$ cat config.mk
export PLATFORM = sky130hd
export DESIGN_NAME = ptm_timer
export DESIGN_NICKNAME = d
export VERILOG_FILES = /design/src/rtl/ptm_pkg.sv /design/src/rtl/ptm_edge_det.sv /design/src/rtl/ptm_timer.sv
export VERILOG_INCLUDE_DIRS = /design/src /design/src/rtl
export SDC_FILE = /design/constraint.sdc
export NUM_CORES = 1
export LEC_CHECK = 0
export BUFFER_PORTS_ARGS = -buffer_cell sky130_fd_sc_hd__buf_2
export CAP_MARGIN = 40
export CORE_MARGIN = 5
export CORE_UTILIZATION = 45
export CTS_CLUSTER_DIAMETER = 60
export CTS_CLUSTER_SIZE = 28
export DETAILED_ROUTE_END_ITERATION = 6
export SYNTH_ARGS = -nofsm -noshare
export SYNTH_HDL_FRONTEND = slang
export SYNTH_SLANG_ARGS = --single-unit
export TNS_END_PERCENT = 30
$ cat constraint.sdc
create_clock -name core_clk -period 5.3 [get_ports core_clk]
set_clock_uncertainty 0.2 [all_clocks]
set_input_delay 1.06 -clock core_clk [delete_from_list [all_inputs] [get_ports core_clk]]
set_output_delay 1.06 -clock core_clk [all_outputs]
set_load 0.02 [all_outputs]
$ cat src/rtl/ptm_timer_regs.svh
/*
  Register offsets, field positions and reset values of the periodic timer.
  Assumes a 3-bit word address and 16-bit register data on the plain port.
*/
`ifndef PTM_TIMER_REGS_SVH
`define PTM_TIMER_REGS_SVH

// ------------------------------------------------------------
// Register offsets
// ------------------------------------------------------------
`define PTM_ADDR_CTRL          3'h0
`define PTM_ADDR_DUTY          3'h1
`define PTM_ADDR_PERIOD        3'h2
`define PTM_ADDR_COUNT         3'h3
`define PTM_ADDR_FLAGS         3'h4

// ------------------------------------------------------------
// Control field positions
// ------------------------------------------------------------
`define PTM_CTRL_MODE_LO       0
`define PTM_CTRL_MODE_HI       1
`define PTM_CTRL_OUT_LO        2
`define PTM_CTRL_OUT_HI        3
`define PTM_CTRL_RUN           4
`define PTM_CTRL_CLR_SRC       5
`define PTM_CTRL_INIT_LVL      6
`define PTM_CTRL_POL           7
`define PTM_CTRL_CAP_SRC       8
`define PTM_CTRL_PIN_SEL       9

// ------------------------------------------------------------
// Flag positions, reset values and output control and capture codes
// ------------------------------------------------------------
`define PTM_FLAG_DUTY          0
`define PTM_FLAG_PERIOD        1
`define PTM_DATA_RST           16'h0000
`define PTM_OUT_FORCE_OFF      2'h0
`define PTM_OUT_FORCE_ON       2'h1
`define PTM_OUT_PWM            2'h2
`define PTM_OUT_PULSE          2'h3
`define PTM_CAP_NONE           2'h3

// ------------------------------------------------------------
// Pin positions in the edge detector group
// ------------------------------------------------------------
`define PTM_PIN_A              0
`define PTM_PIN_B              1
`define PTM_PIN_EXT            2
`define PTM_PIN_CNT            3

`endif

$ cat src/rtl/ptm_pkg.sv
/*
  Types shared by the periodic timer files.
  Assumes nothing of its surroundings.
*/
package ptm_pkg;

  // Operating mode encoding of the mode select field
  typedef enum logic [1:0] {
    PTM_MODE_CMP = 2'h0,
    PTM_MODE_CAP = 2'h1,
    PTM_MODE_PWM = 2'h2,
    PTM_MODE_TMR = 2'h3
  } ptm_mode_e;

endpackage

$ cat src/rtl/ptm_edge_det.sv
/*
  Rising and falling edge detector for a group of pins.
  Assumes pins synchronous to core_clk; state frozen while ce is low.
*/
`timescale 1ns/1ps
module ptm_edge_det #(
  parameter int N = 3
) (
  input  wire logic         core_clk,
  input  wire logic         rst_n,
  input  wire logic         ce,
  input  wire logic [N-1:0] pins,
  output logic      [N-1:0] rise,
  output logic      [N-1:0] fall
);

  logic [N-1:0] prev;

  generate
    if (N < 1)
    begin : g_chk
      $error("ptm_edge_det: N must be at least 1");
    end
    for (genvar i = 0; i < N; i++)
    begin : g_pin
      always_ff @(posedge core_clk or negedge rst_n)
      begin
        if (!rst_n)
          prev[i] <= 1'b0;
        else if (ce)
          prev[i] <= pins[i];
      end
      assign rise[i] = pins[i] & ~prev[i];
      assign fall[i] = ~pins[i] & prev[i];
    end
  endgenerate

endmodule

$ cat src/rtl/ptm_timer.sv
/*
  Periodic timer: edge-aligned PWM, single pulse and input capture.
  Assumes synchronous pins, a plain register port with one-cycle strobes,
  and a single clock core_clk with asynchronous active-low reset.
*/
// Design decisions made here: the address map and the plain strobed port.
`timescale 1ns/1ps
`include "ptm_timer_regs.svh"
module ptm_timer
  import ptm_pkg::*;
#(
  parameter int CNT_W = 10
) (
  input  wire logic        core_clk,
  input  wire logic        rst_n,
  input  wire logic        ce,
  input  wire logic [2:0]  addr,
  input  wire logic [15:0] wdata,
  input  wire logic        wr,
  input  wire logic        rd,
  output logic      [15:0] rdata,
  input  wire logic        timer_pin_a,
  input  wire logic        timer_pin_b,
  input  wire logic        ext_clock_pin,
  output logic             timer_out,
  output logic             duty_flag,
  output logic             period_flag
);

  // ------------------------------------------------------------
  // Parameter check
  // ------------------------------------------------------------
  generate
    if (CNT_W < 2 || CNT_W > 16)
    begin : g_chk
      $error("ptm_timer: CNT_W must be 2 to 16");
    end
  endgenerate

  // ------------------------------------------------------------
  // Control state
  // ------------------------------------------------------------
  ptm_mode_e          mode_select;
  logic [1:0]         output_ctrl;
  logic               counter_run;
  logic               run_q;
  logic               clear_source_select;
  logic               initial_output_level;
  logic               output_polarity;
  logic               capture_source_select;
  logic               timer_pin_select;
  logic [CNT_W-1:0]   duty_compare;
  logic [CNT_W-1:0]   period_compare;
  logic [CNT_W-1:0]   count;

  logic               wr_ctrl;
  logic               wr_duty;
  logic               wr_flags;
  logic               is_pwm;
  logic               is_single;
  logic               is_cap;
  logic               counting;
  logic               run_rise;
  logic [CNT_W-1:0]   last_count;
  logic               period_hit;
  logic               duty_hit;
  logic               duty_full;
  logic               pwm_level;
  logic               act_pin;
  logic               inact_pin;
  logic               trig;
  logic               cap_hit;
  logic               cap_rise;
  logic               cap_fall;
  logic               next_pin;
  logic [2:0]         pin_rise;
  logic [2:0]         pin_fall;

  // Selects the active capture edge from output control
  function automatic logic edge_match(input logic [1:0] sel, input logic r, input logic f);
    unique case (sel)
      2'h0: edge_match = r;
      2'h1: edge_match = f;
      2'h2: edge_match = r | f;
      2'h3: edge_match = 1'b0;
    endcase
  endfunction

  assign wr_ctrl  = wr && (addr == `PTM_ADDR_CTRL);
  assign wr_duty  = wr && (addr == `PTM_ADDR_DUTY);
  assign wr_flags = wr && (addr == `PTM_ADDR_FLAGS);

  // ------------------------------------------------------------
  // Mode decode and compare
  // ------------------------------------------------------------
  assign is_pwm     = (mode_select == PTM_MODE_PWM) && (output_ctrl != `PTM_OUT_PULSE);
  assign is_single  = (mode_select == PTM_MODE_PWM) && (output_ctrl == `PTM_OUT_PULSE);
  assign is_cap     = (mode_select == PTM_MODE_CAP);
  assign run_rise   = counter_run && !run_q;
  assign counting   = counter_run && run_q;
  // Zero period wraps to all ones, giving the full counter range
  assign last_count = period_compare - CNT_W'(1);
  assign period_hit = counting && !is_single && (count == last_count);
  assign duty_hit   = counting && (is_single || is_pwm) && (count == duty_compare);
  assign duty_full  = (period_compare != '0) && (duty_compare >= period_compare);
  assign pwm_level  = counting && (duty_full || (count < duty_compare));
  assign act_pin    = initial_output_level ^ output_polarity;
  assign inact_pin  = ~initial_output_level ^ output_polarity;
  assign trig       = is_single && !counter_run && pin_rise[`PTM_PIN_EXT];
  assign cap_rise   = capture_source_select ? pin_rise[`PTM_PIN_EXT] :
                      (timer_pin_select ? pin_rise[`PTM_PIN_B] : pin_rise[`PTM_PIN_A]);
  assign cap_fall   = capture_source_select ? pin_fall[`PTM_PIN_EXT] :
                      (timer_pin_select ? pin_fall[`PTM_PIN_B] : pin_fall[`PTM_PIN_A]);
  // Pins are watched whatever their shared direction
  assign cap_hit    = is_cap && counting && edge_match(output_ctrl, cap_rise, cap_fall);

  ptm_edge_det #(
    .N        (`PTM_PIN_CNT)
  ) u_edge (
    .core_clk (core_clk),
    .rst_n    (rst_n),
    .ce       (ce),
    .pins     ({ext_clock_pin, timer_pin_b, timer_pin_a}),
    .rise     (pin_rise),
    .fall     (pin_fall)
  );

  // ------------------------------------------------------------
  // Control register
  // ------------------------------------------------------------
  always_ff @(posedge core_clk or negedge rst_n)
  begin
    if (!rst_n)
    begin
      mode_select           <= PTM_MODE_CMP;
      output_ctrl           <= 2'h0;
      clear_source_select   <= 1'b0;
      initial_output_level  <= 1'b0;
      output_polarity       <= 1'b0;
      capture_source_select <= 1'b0;
      timer_pin_select      <= 1'b0;
    end
    else if (ce && wr_ctrl)
    begin
      mode_select           <= ptm_mode_e'(wdata[`PTM_CTRL_MODE_HI:`PTM_CTRL_MODE_LO]);
      output_ctrl           <= wdata[`PTM_CTRL_OUT_HI:`PTM_CTRL_OUT_LO];
      clear_source_select   <= wdata[`PTM_CTRL_CLR_SRC];
      initial_output_level  <= wdata[`PTM_CTRL_INIT_LVL];
      output_polarity       <= wdata[`PTM_CTRL_POL];
      capture_source_select <= wdata[`PTM_CTRL_CAP_SRC];
      timer_pin_select      <= wdata[`PTM_CTRL_PIN_SEL];
    end
  end

  // Run bit: hardware set wins over match clear and software write
  always_ff @(posedge core_clk or negedge rst_n)
  begin
    if (!rst_n)
    begin
      counter_run <= 1'b0;
      run_q       <= 1'b0;
    end
    else if (ce)
    begin
      run_q <= counter_run;
      if (trig)
        counter_run <= 1'b1;
      else if (is_single && duty_hit)
        counter_run <= 1'b0;
      else if (wr_ctrl)
        counter_run <= wdata[`PTM_CTRL_RUN];
    end
  end

  // ------------------------------------------------------------
  // Compare registers
  // ------------------------------------------------------------
  always_ff @(posedge core_clk or negedge rst_n)
  begin
    if (!rst_n)
      duty_compare <= '0;
    else if (ce)
    begin
      if (cap_hit)
        duty_compare <= count;
      else if (wr_duty)
        duty_compare <= wdata[CNT_W-1:0];
    end
  end

  always_ff @(posedge core_clk or negedge rst_n)
  begin
    if (!rst_n)
      period_compare <= '0;
    else if (ce && wr && (addr == `PTM_ADDR_PERIOD))
      period_compare <= wdata[CNT_W-1:0];
  end

  // ------------------------------------------------------------
  // Counter
  // ------------------------------------------------------------
  always_ff @(posedge core_clk or negedge rst_n)
  begin
    if (!rst_n)
      count <= '0;
    else if (ce)
    begin
      if (run_rise)
        count <= '0;
      else if (period_hit)
        count <= '0;
      else if (counting)
        count <= count + CNT_W'(1);
    end
  end

  // ------------------------------------------------------------
  // Flags, set wins over write-one clear
  // ------------------------------------------------------------
  always_ff @(posedge core_clk or negedge rst_n)
  begin
    if (!rst_n)
      duty_flag <= 1'b0;
    else if (ce)
    begin
      if (duty_hit || cap_hit)
        duty_flag <= 1'b1;
      else if (wr_flags && wdata[`PTM_FLAG_DUTY])
        duty_flag <= 1'b0;
    end
  end

  always_ff @(posedge core_clk or negedge rst_n)
  begin
    if (!rst_n)
      period_flag <= 1'b0;
    else if (ce)
    begin
      if (period_hit)
        period_flag <= 1'b1;
      else if (wr_flags && wdata[`PTM_FLAG_PERIOD])
        period_flag <= 1'b0;
    end
  end

  // ------------------------------------------------------------
  // Output pin
  // ------------------------------------------------------------
  always_comb
  begin
    next_pin = 1'b0;
    if (mode_select == PTM_MODE_PWM)
    begin
      unique case (output_ctrl)
        `PTM_OUT_FORCE_OFF: next_pin = inact_pin;
        `PTM_OUT_FORCE_ON:  next_pin = act_pin;
        `PTM_OUT_PWM:       next_pin = pwm_level ? act_pin : inact_pin;
        `PTM_OUT_PULSE:     next_pin = counter_run ? act_pin : inact_pin;
      endcase
    end
  end

  always_ff @(posedge core_clk or negedge rst_n)
  begin
    if (!rst_n)
      timer_out <= 1'b0;
    else if (ce)
      timer_out <= next_pin;
  end

  // ------------------------------------------------------------
  // Read port
  // ------------------------------------------------------------
  always_ff @(posedge core_clk or negedge rst_n)
  begin
    if (!rst_n)
      rdata <= `PTM_DATA_RST;
    else if (ce)
    begin
      rdata <= `PTM_DATA_RST;
      if (rd)
      begin
        unique case (addr)
          `PTM_ADDR_CTRL:
          begin
            rdata[`PTM_CTRL_MODE_HI:`PTM_CTRL_MODE_LO] <= mode_select;
            rdata[`PTM_CTRL_OUT_HI:`PTM_CTRL_OUT_LO]   <= output_ctrl;
            rdata[`PTM_CTRL_RUN]                       <= counter_run;
            rdata[`PTM_CTRL_CLR_SRC]                   <= clear_source_select;
            rdata[`PTM_CTRL_INIT_LVL]                  <= initial_output_level;
            rdata[`PTM_CTRL_POL]                       <= output_polarity;
            rdata[`PTM_CTRL_CAP_SRC]                   <= capture_source_select;
            rdata[`PTM_CTRL_PIN_SEL]                   <= timer_pin_select;
          end
          `PTM_ADDR_DUTY:   rdata <= 16'(duty_compare);
          `PTM_ADDR_PERIOD: rdata <= 16'(period_compare);
          `PTM_ADDR_COUNT:  rdata <= 16'(count);
          `PTM_ADDR_FLAGS:
          begin
            rdata[`PTM_FLAG_DUTY]   <= duty_flag;
            rdata[`PTM_FLAG_PERIOD] <= period_flag;
          end
          default:          rdata <= `PTM_DATA_RST;
        endcase
      end
    end
  end

  // ------------------------------------------------------------
  // Checks
  // ------------------------------------------------------------
  AST_PERIOD_WRAP: assert property (@(posedge core_clk) disable iff (!rst_n)
    ce && period_hit && !run_rise |=> count == '0)
    else $error("counter did not clear on period match");

  AST_FULL_DUTY: assert property (@(posedge core_clk) disable iff (!rst_n)
    ce && counting && output_ctrl == `PTM_OUT_PWM && mode_select == PTM_MODE_PWM && duty_full
    |=> timer_out == $past(act_pin))
    else $error("full duty did not hold active level");

  AST_FORCED_COUNT: assert property (@(posedge core_clk) disable iff (!rst_n)
    ce && is_pwm && output_ctrl != `PTM_OUT_PWM && counting && !period_hit
    |=> count == $past(count) + CNT_W'(1))
    else $error("counter stalled while output forced");

  AST_PULSE_START: assert property (@(posedge core_clk) disable iff (!rst_n)
    ce && is_single && run_rise |=> count == '0 && timer_out == $past(act_pin))
    else $error("pulse did not start on run rise");

  AST_EXT_TRIGGER: assert property (@(posedge core_clk) disable iff (!rst_n)
    ce && trig |=> counter_run ##1 (!$past(ce) || run_q))
    else $error("external edge did not set run bit");

  AST_PULSE_END: assert property (@(posedge core_clk) disable iff (!rst_n)
    ce && is_single && duty_hit && !trig |=> !counter_run && duty_flag)
    else $error("duty match did not end pulse");

  AST_CAPTURE: assert property (@(posedge core_clk) disable iff (!rst_n)
    ce && cap_hit |=> duty_compare == $past(count) && duty_flag)
    else $error("capture did not latch counter");

  AST_NO_CAPTURE: assert property (@(posedge core_clk) disable iff (!rst_n)
    ce && is_cap && output_ctrl == `PTM_CAP_NONE && !wr_duty |=> $stable(duty_compare))
    else $error("capture occurred with edges disabled");

  AST_CAP_PERIOD: assert property (@(posedge core_clk) disable iff (!rst_n)
    ce && is_cap && period_hit |=> period_flag && count == '0)
    else $error("capture period match missed");

  AST_FREEZE: assert property (@(posedge core_clk) disable iff (!rst_n)
    !ce |=> $stable(count) && $stable(timer_out) && $stable(counter_run))
    else $error("state changed with clock enable low");

endmodule

==> impl_metrics.csv <==
group,metric,value,unit
flow_run,drv_cap,0,
status,run_status,"completed",
cells_and_area,layout_common_cells,"dfrtp_1 (57), nand2_1 (45), buf_2 (33)",
global_routing,grtUsageTotal,0.208,
clock_tree,ctsHoldBuffers,0,
sta,setup_violations,0,
pwr,p_leak,1.90,nW
logic_synthesis,synthesis.area,0.00378,sq mm
clock_tree,cts.sink_count,57,
sta,setup_slack,1730,ps
sta,min_period,3570,ps
logic_synthesis,ys_seq_area_frac,0.377,
sta,fin_setup_tns,0,ps
placement,hpwl,7210,microns
logic_synthesis,async_flop_share,1.00,
logic_synthesis,syn_inst,393,
clock_tree,max-clock-path-buffers,2,
floorplanning,rows,33,
logic_synthesis,avgSynthCellArea,9.63,sq um
placement,dpl_cell_area,0.00401,sq mm
logic_synthesis,ys_warn_count,0,
clock_tree,path_clk_slew,60,ps
hold_path,hold_class,"reg2reg",
sta,min_period_over_period,0.675,
pwr,power.density,456,mW/mm^2
setup_path,required,5330,ps
drt,vias,3092,
cells_and_area,diodes,0,
sta,final_max_slew_viol_count,0,
setup_path,worstSetupPathType,"in2reg",
floorplanning,coreArea,0.00822,sq mm
floorplanning,die_h,102,microns
logic_synthesis,netlist.area_leader.share,0.377,
cells_and_area,syn_to_final_growth,13.1,%
logic_synthesis,synth_top_area_cell,"dfrtp_1",
cells_and_area,multi_input_area,0.00214,sq mm
placement,place_ws,1410,ps
floorplanning,ios,46,
floorplanning,die_area,0.0103,sq mm
drt,drc_errors,0,
cells_and_area,design_area,0.00428,sq mm
floorplanning,initial_utilization,0.461,
sta,grt_setup_unrepaired,"false",
global_routing,antenna_found_initial,0,
logic_synthesis,yosys_register_bits,57,
drt,vias_per_cell,5.86,
floorplanning,die_w,102,microns
clock_tree,ctsResizeCount,0,
global_routing,grt_pass1_wl,16200,microns
global_routing,gr-usage-met3,0.0475,
placement,routabilityCongestion,0.937,
logic_synthesis,ys_types,58,
cells_and_area,final_common_cell,"dfrtp_1",
pwr,vdd_drop_max,176,uV
global_routing,met2_usage,0.324,
setup_path,worstSetupEndpointType,"register",
setup_path,critPathLaunchType,"input port",
drt,first_pass_iters,4,
global_routing,busiest_layer,"met2",
clock_tree,root_buffer,"clkbuf_8",
cells_and_area,fin_nets,468,
drt,wire_per_inst,18.7,microns
sta,fmax,280,MHz
clock_tree,htree_levels,3,
sta,worst_slew_pin_slew,754,ps
clock_tree,post_cts_buffers,0,
global_routing,grt_max_degree,58,
cells_and_area,drive_gt1_frac,0.220,
logic_synthesis,synth_edf_count,0,
sta,hold_violations,0,
logic_synthesis,synth_area_leaders,"dfrtp_1 (38%), ha_1 (7.6%), mux4_2 (5.4%), nand2_1 (4.5%), o21ai_0 (3.4%)",
cells_and_area,final_core_util,0.521,
setup_path,timing.critical_path.fanout_max,16,
drt,dr.first_iter.drc_count,133,
placement,portBuffers,33,
drt,drt.antenna.violating_nets,0,
clock_tree,cts_tree,"built",
cells_and_area,fillers,770,
global_routing,grt_pass1_vias,3080,
global_routing,use_met1,0.280,
setup_path,cp.arrival,3600,ps
sta,max_slew_margin,0.498,
drt,routed_wl,9900,microns
clock_tree,cts_buffers,9,
cells_and_area,regArea,0.00143,sq mm
logic_synthesis,ys.flop_type,"dfrtp_1",
clock_tree,clk_latency,350,ps
global_routing,overflow,0,
==> through the flow <==
stage / cells / hold WS (ps) / total power, mW
final: 528 / 284 / 1.95
after global routing: 528 / 298 / 2.10
after CTS: 528 / 291 / 1.96
after detailed placement: 512 / 272 / 1.40
after global placement: 511 / 262 / 1.38
after floorplan: 398 / 276 / 1.21
==> cells in the mapped netlist (all sizes together), types with 3 or more instances <==
cell type,count
or3,11
ha,23
nand3,7
nand2b,7
o221a,10
o21ai,26
xor2,6
nor3b,5
dfrtp,57
mux4,10
clkbuf,19
a32o,8
buf,10
nor2,14
a211oi,3
a31oi,5
xnor2,9
mux2,11
nor2b,6
nor4,7
nand4,3
mux2i,3
nor3,10
nand2,45
a21oi,11
a21o,3
inv,30
==> worst paths after layout <==
kind / slack (ps) / startpoint / end / cells after the start
min in group asynchronous: 630 / rst_n / initial_output_level / 2
worst max register to register: 2340 / period_compare[0] / count[8] / 8
worst min-delay path: 280 / rdata[3] / rdata[3] / 1
max in group asynchronous: 3730 / rst_n / duty_compare[9] / 2
worst max-delay path: 1730 / ce / duty_compare[4] / 8
worst min register to register: 280 / rdata[3] / rdata[3] / 1
==> critical path, stage by stage <==
cell	delay, ps
buf_2	280
inv_1	310
nor2_1	520
nand2_1	220
nor3b_1	230
buf_4	220
nand2b_1	350
o221a_2	410
==> logic make-up (layout without fill, tap and decap cells) <==
logic type | count (synthesis) | in the layout | synth area share
muxes | 24 | 24 | 0.101
adders and majority gates | 23 | 23 | 0.0760
DFF | 57 | 57 | 0.377
buffers and inverters | 59 | 84 | 0.0655
AOI/OAI and AO/OA | 88 | 88 | 0.173
xor gates and xnor gates | 15 | 15 | 0.0347
other | 1 | 6 | 0.000991
and+or+nand+nor | 126 | 126 | 0.172
==> report_power, final <==
group	total (mW)	internal, mW	switching (mW)	leakage (nW)
registers	0.723	0.545	0.178	0.705
logic	0.677	0.339	0.339	1.07
clock network	0.552	0.360	0.193	0.122
==> state kept, by name, indices dropped and copies added (netlist names) <==
| name | count |
|---|---|
| timer_pin_select | 1 |
| duty_flag | 1 |
| mode_select | 2 |
| clear_source_select | 1 |
| rdata | 10 |
| counter_run | 1 |
| output_ctrl | 2 |
| period_compare | 10 |
| capture_source_select | 1 |
| u_edge.prev | 3 |
| run_q | 1 |
| duty_compare | 10 |
| count | 10 |
| timer_out | 1 |
| period_flag | 1 |
| initial_output_level | 1 |
| output_polarity | 1 |
==> cell type report <==
| type | count | area share |
|---|---|---|
| Clock buffer | 9 | 0.0289 |
| Clock inverter | 7 | 0.0333 |
| Inverter | 30 | 0.0263 |
| Multi-Input combinational cell | 282 | 0.500 |
| Sequential cell | 57 | 0.333 |
| Tap cell | 105 | 0.0307 |
| Timing Repair Buffer | 38 | 0.0474 |
==> per-layer routing <==
metal,share of wire,vias to the layer above
li1,-,1485
met1,0.45,1505
met2,0.47,83
met3,0.052,19
met4,0.031,0
met5,0,-
(Power assumes the default switching activity.)
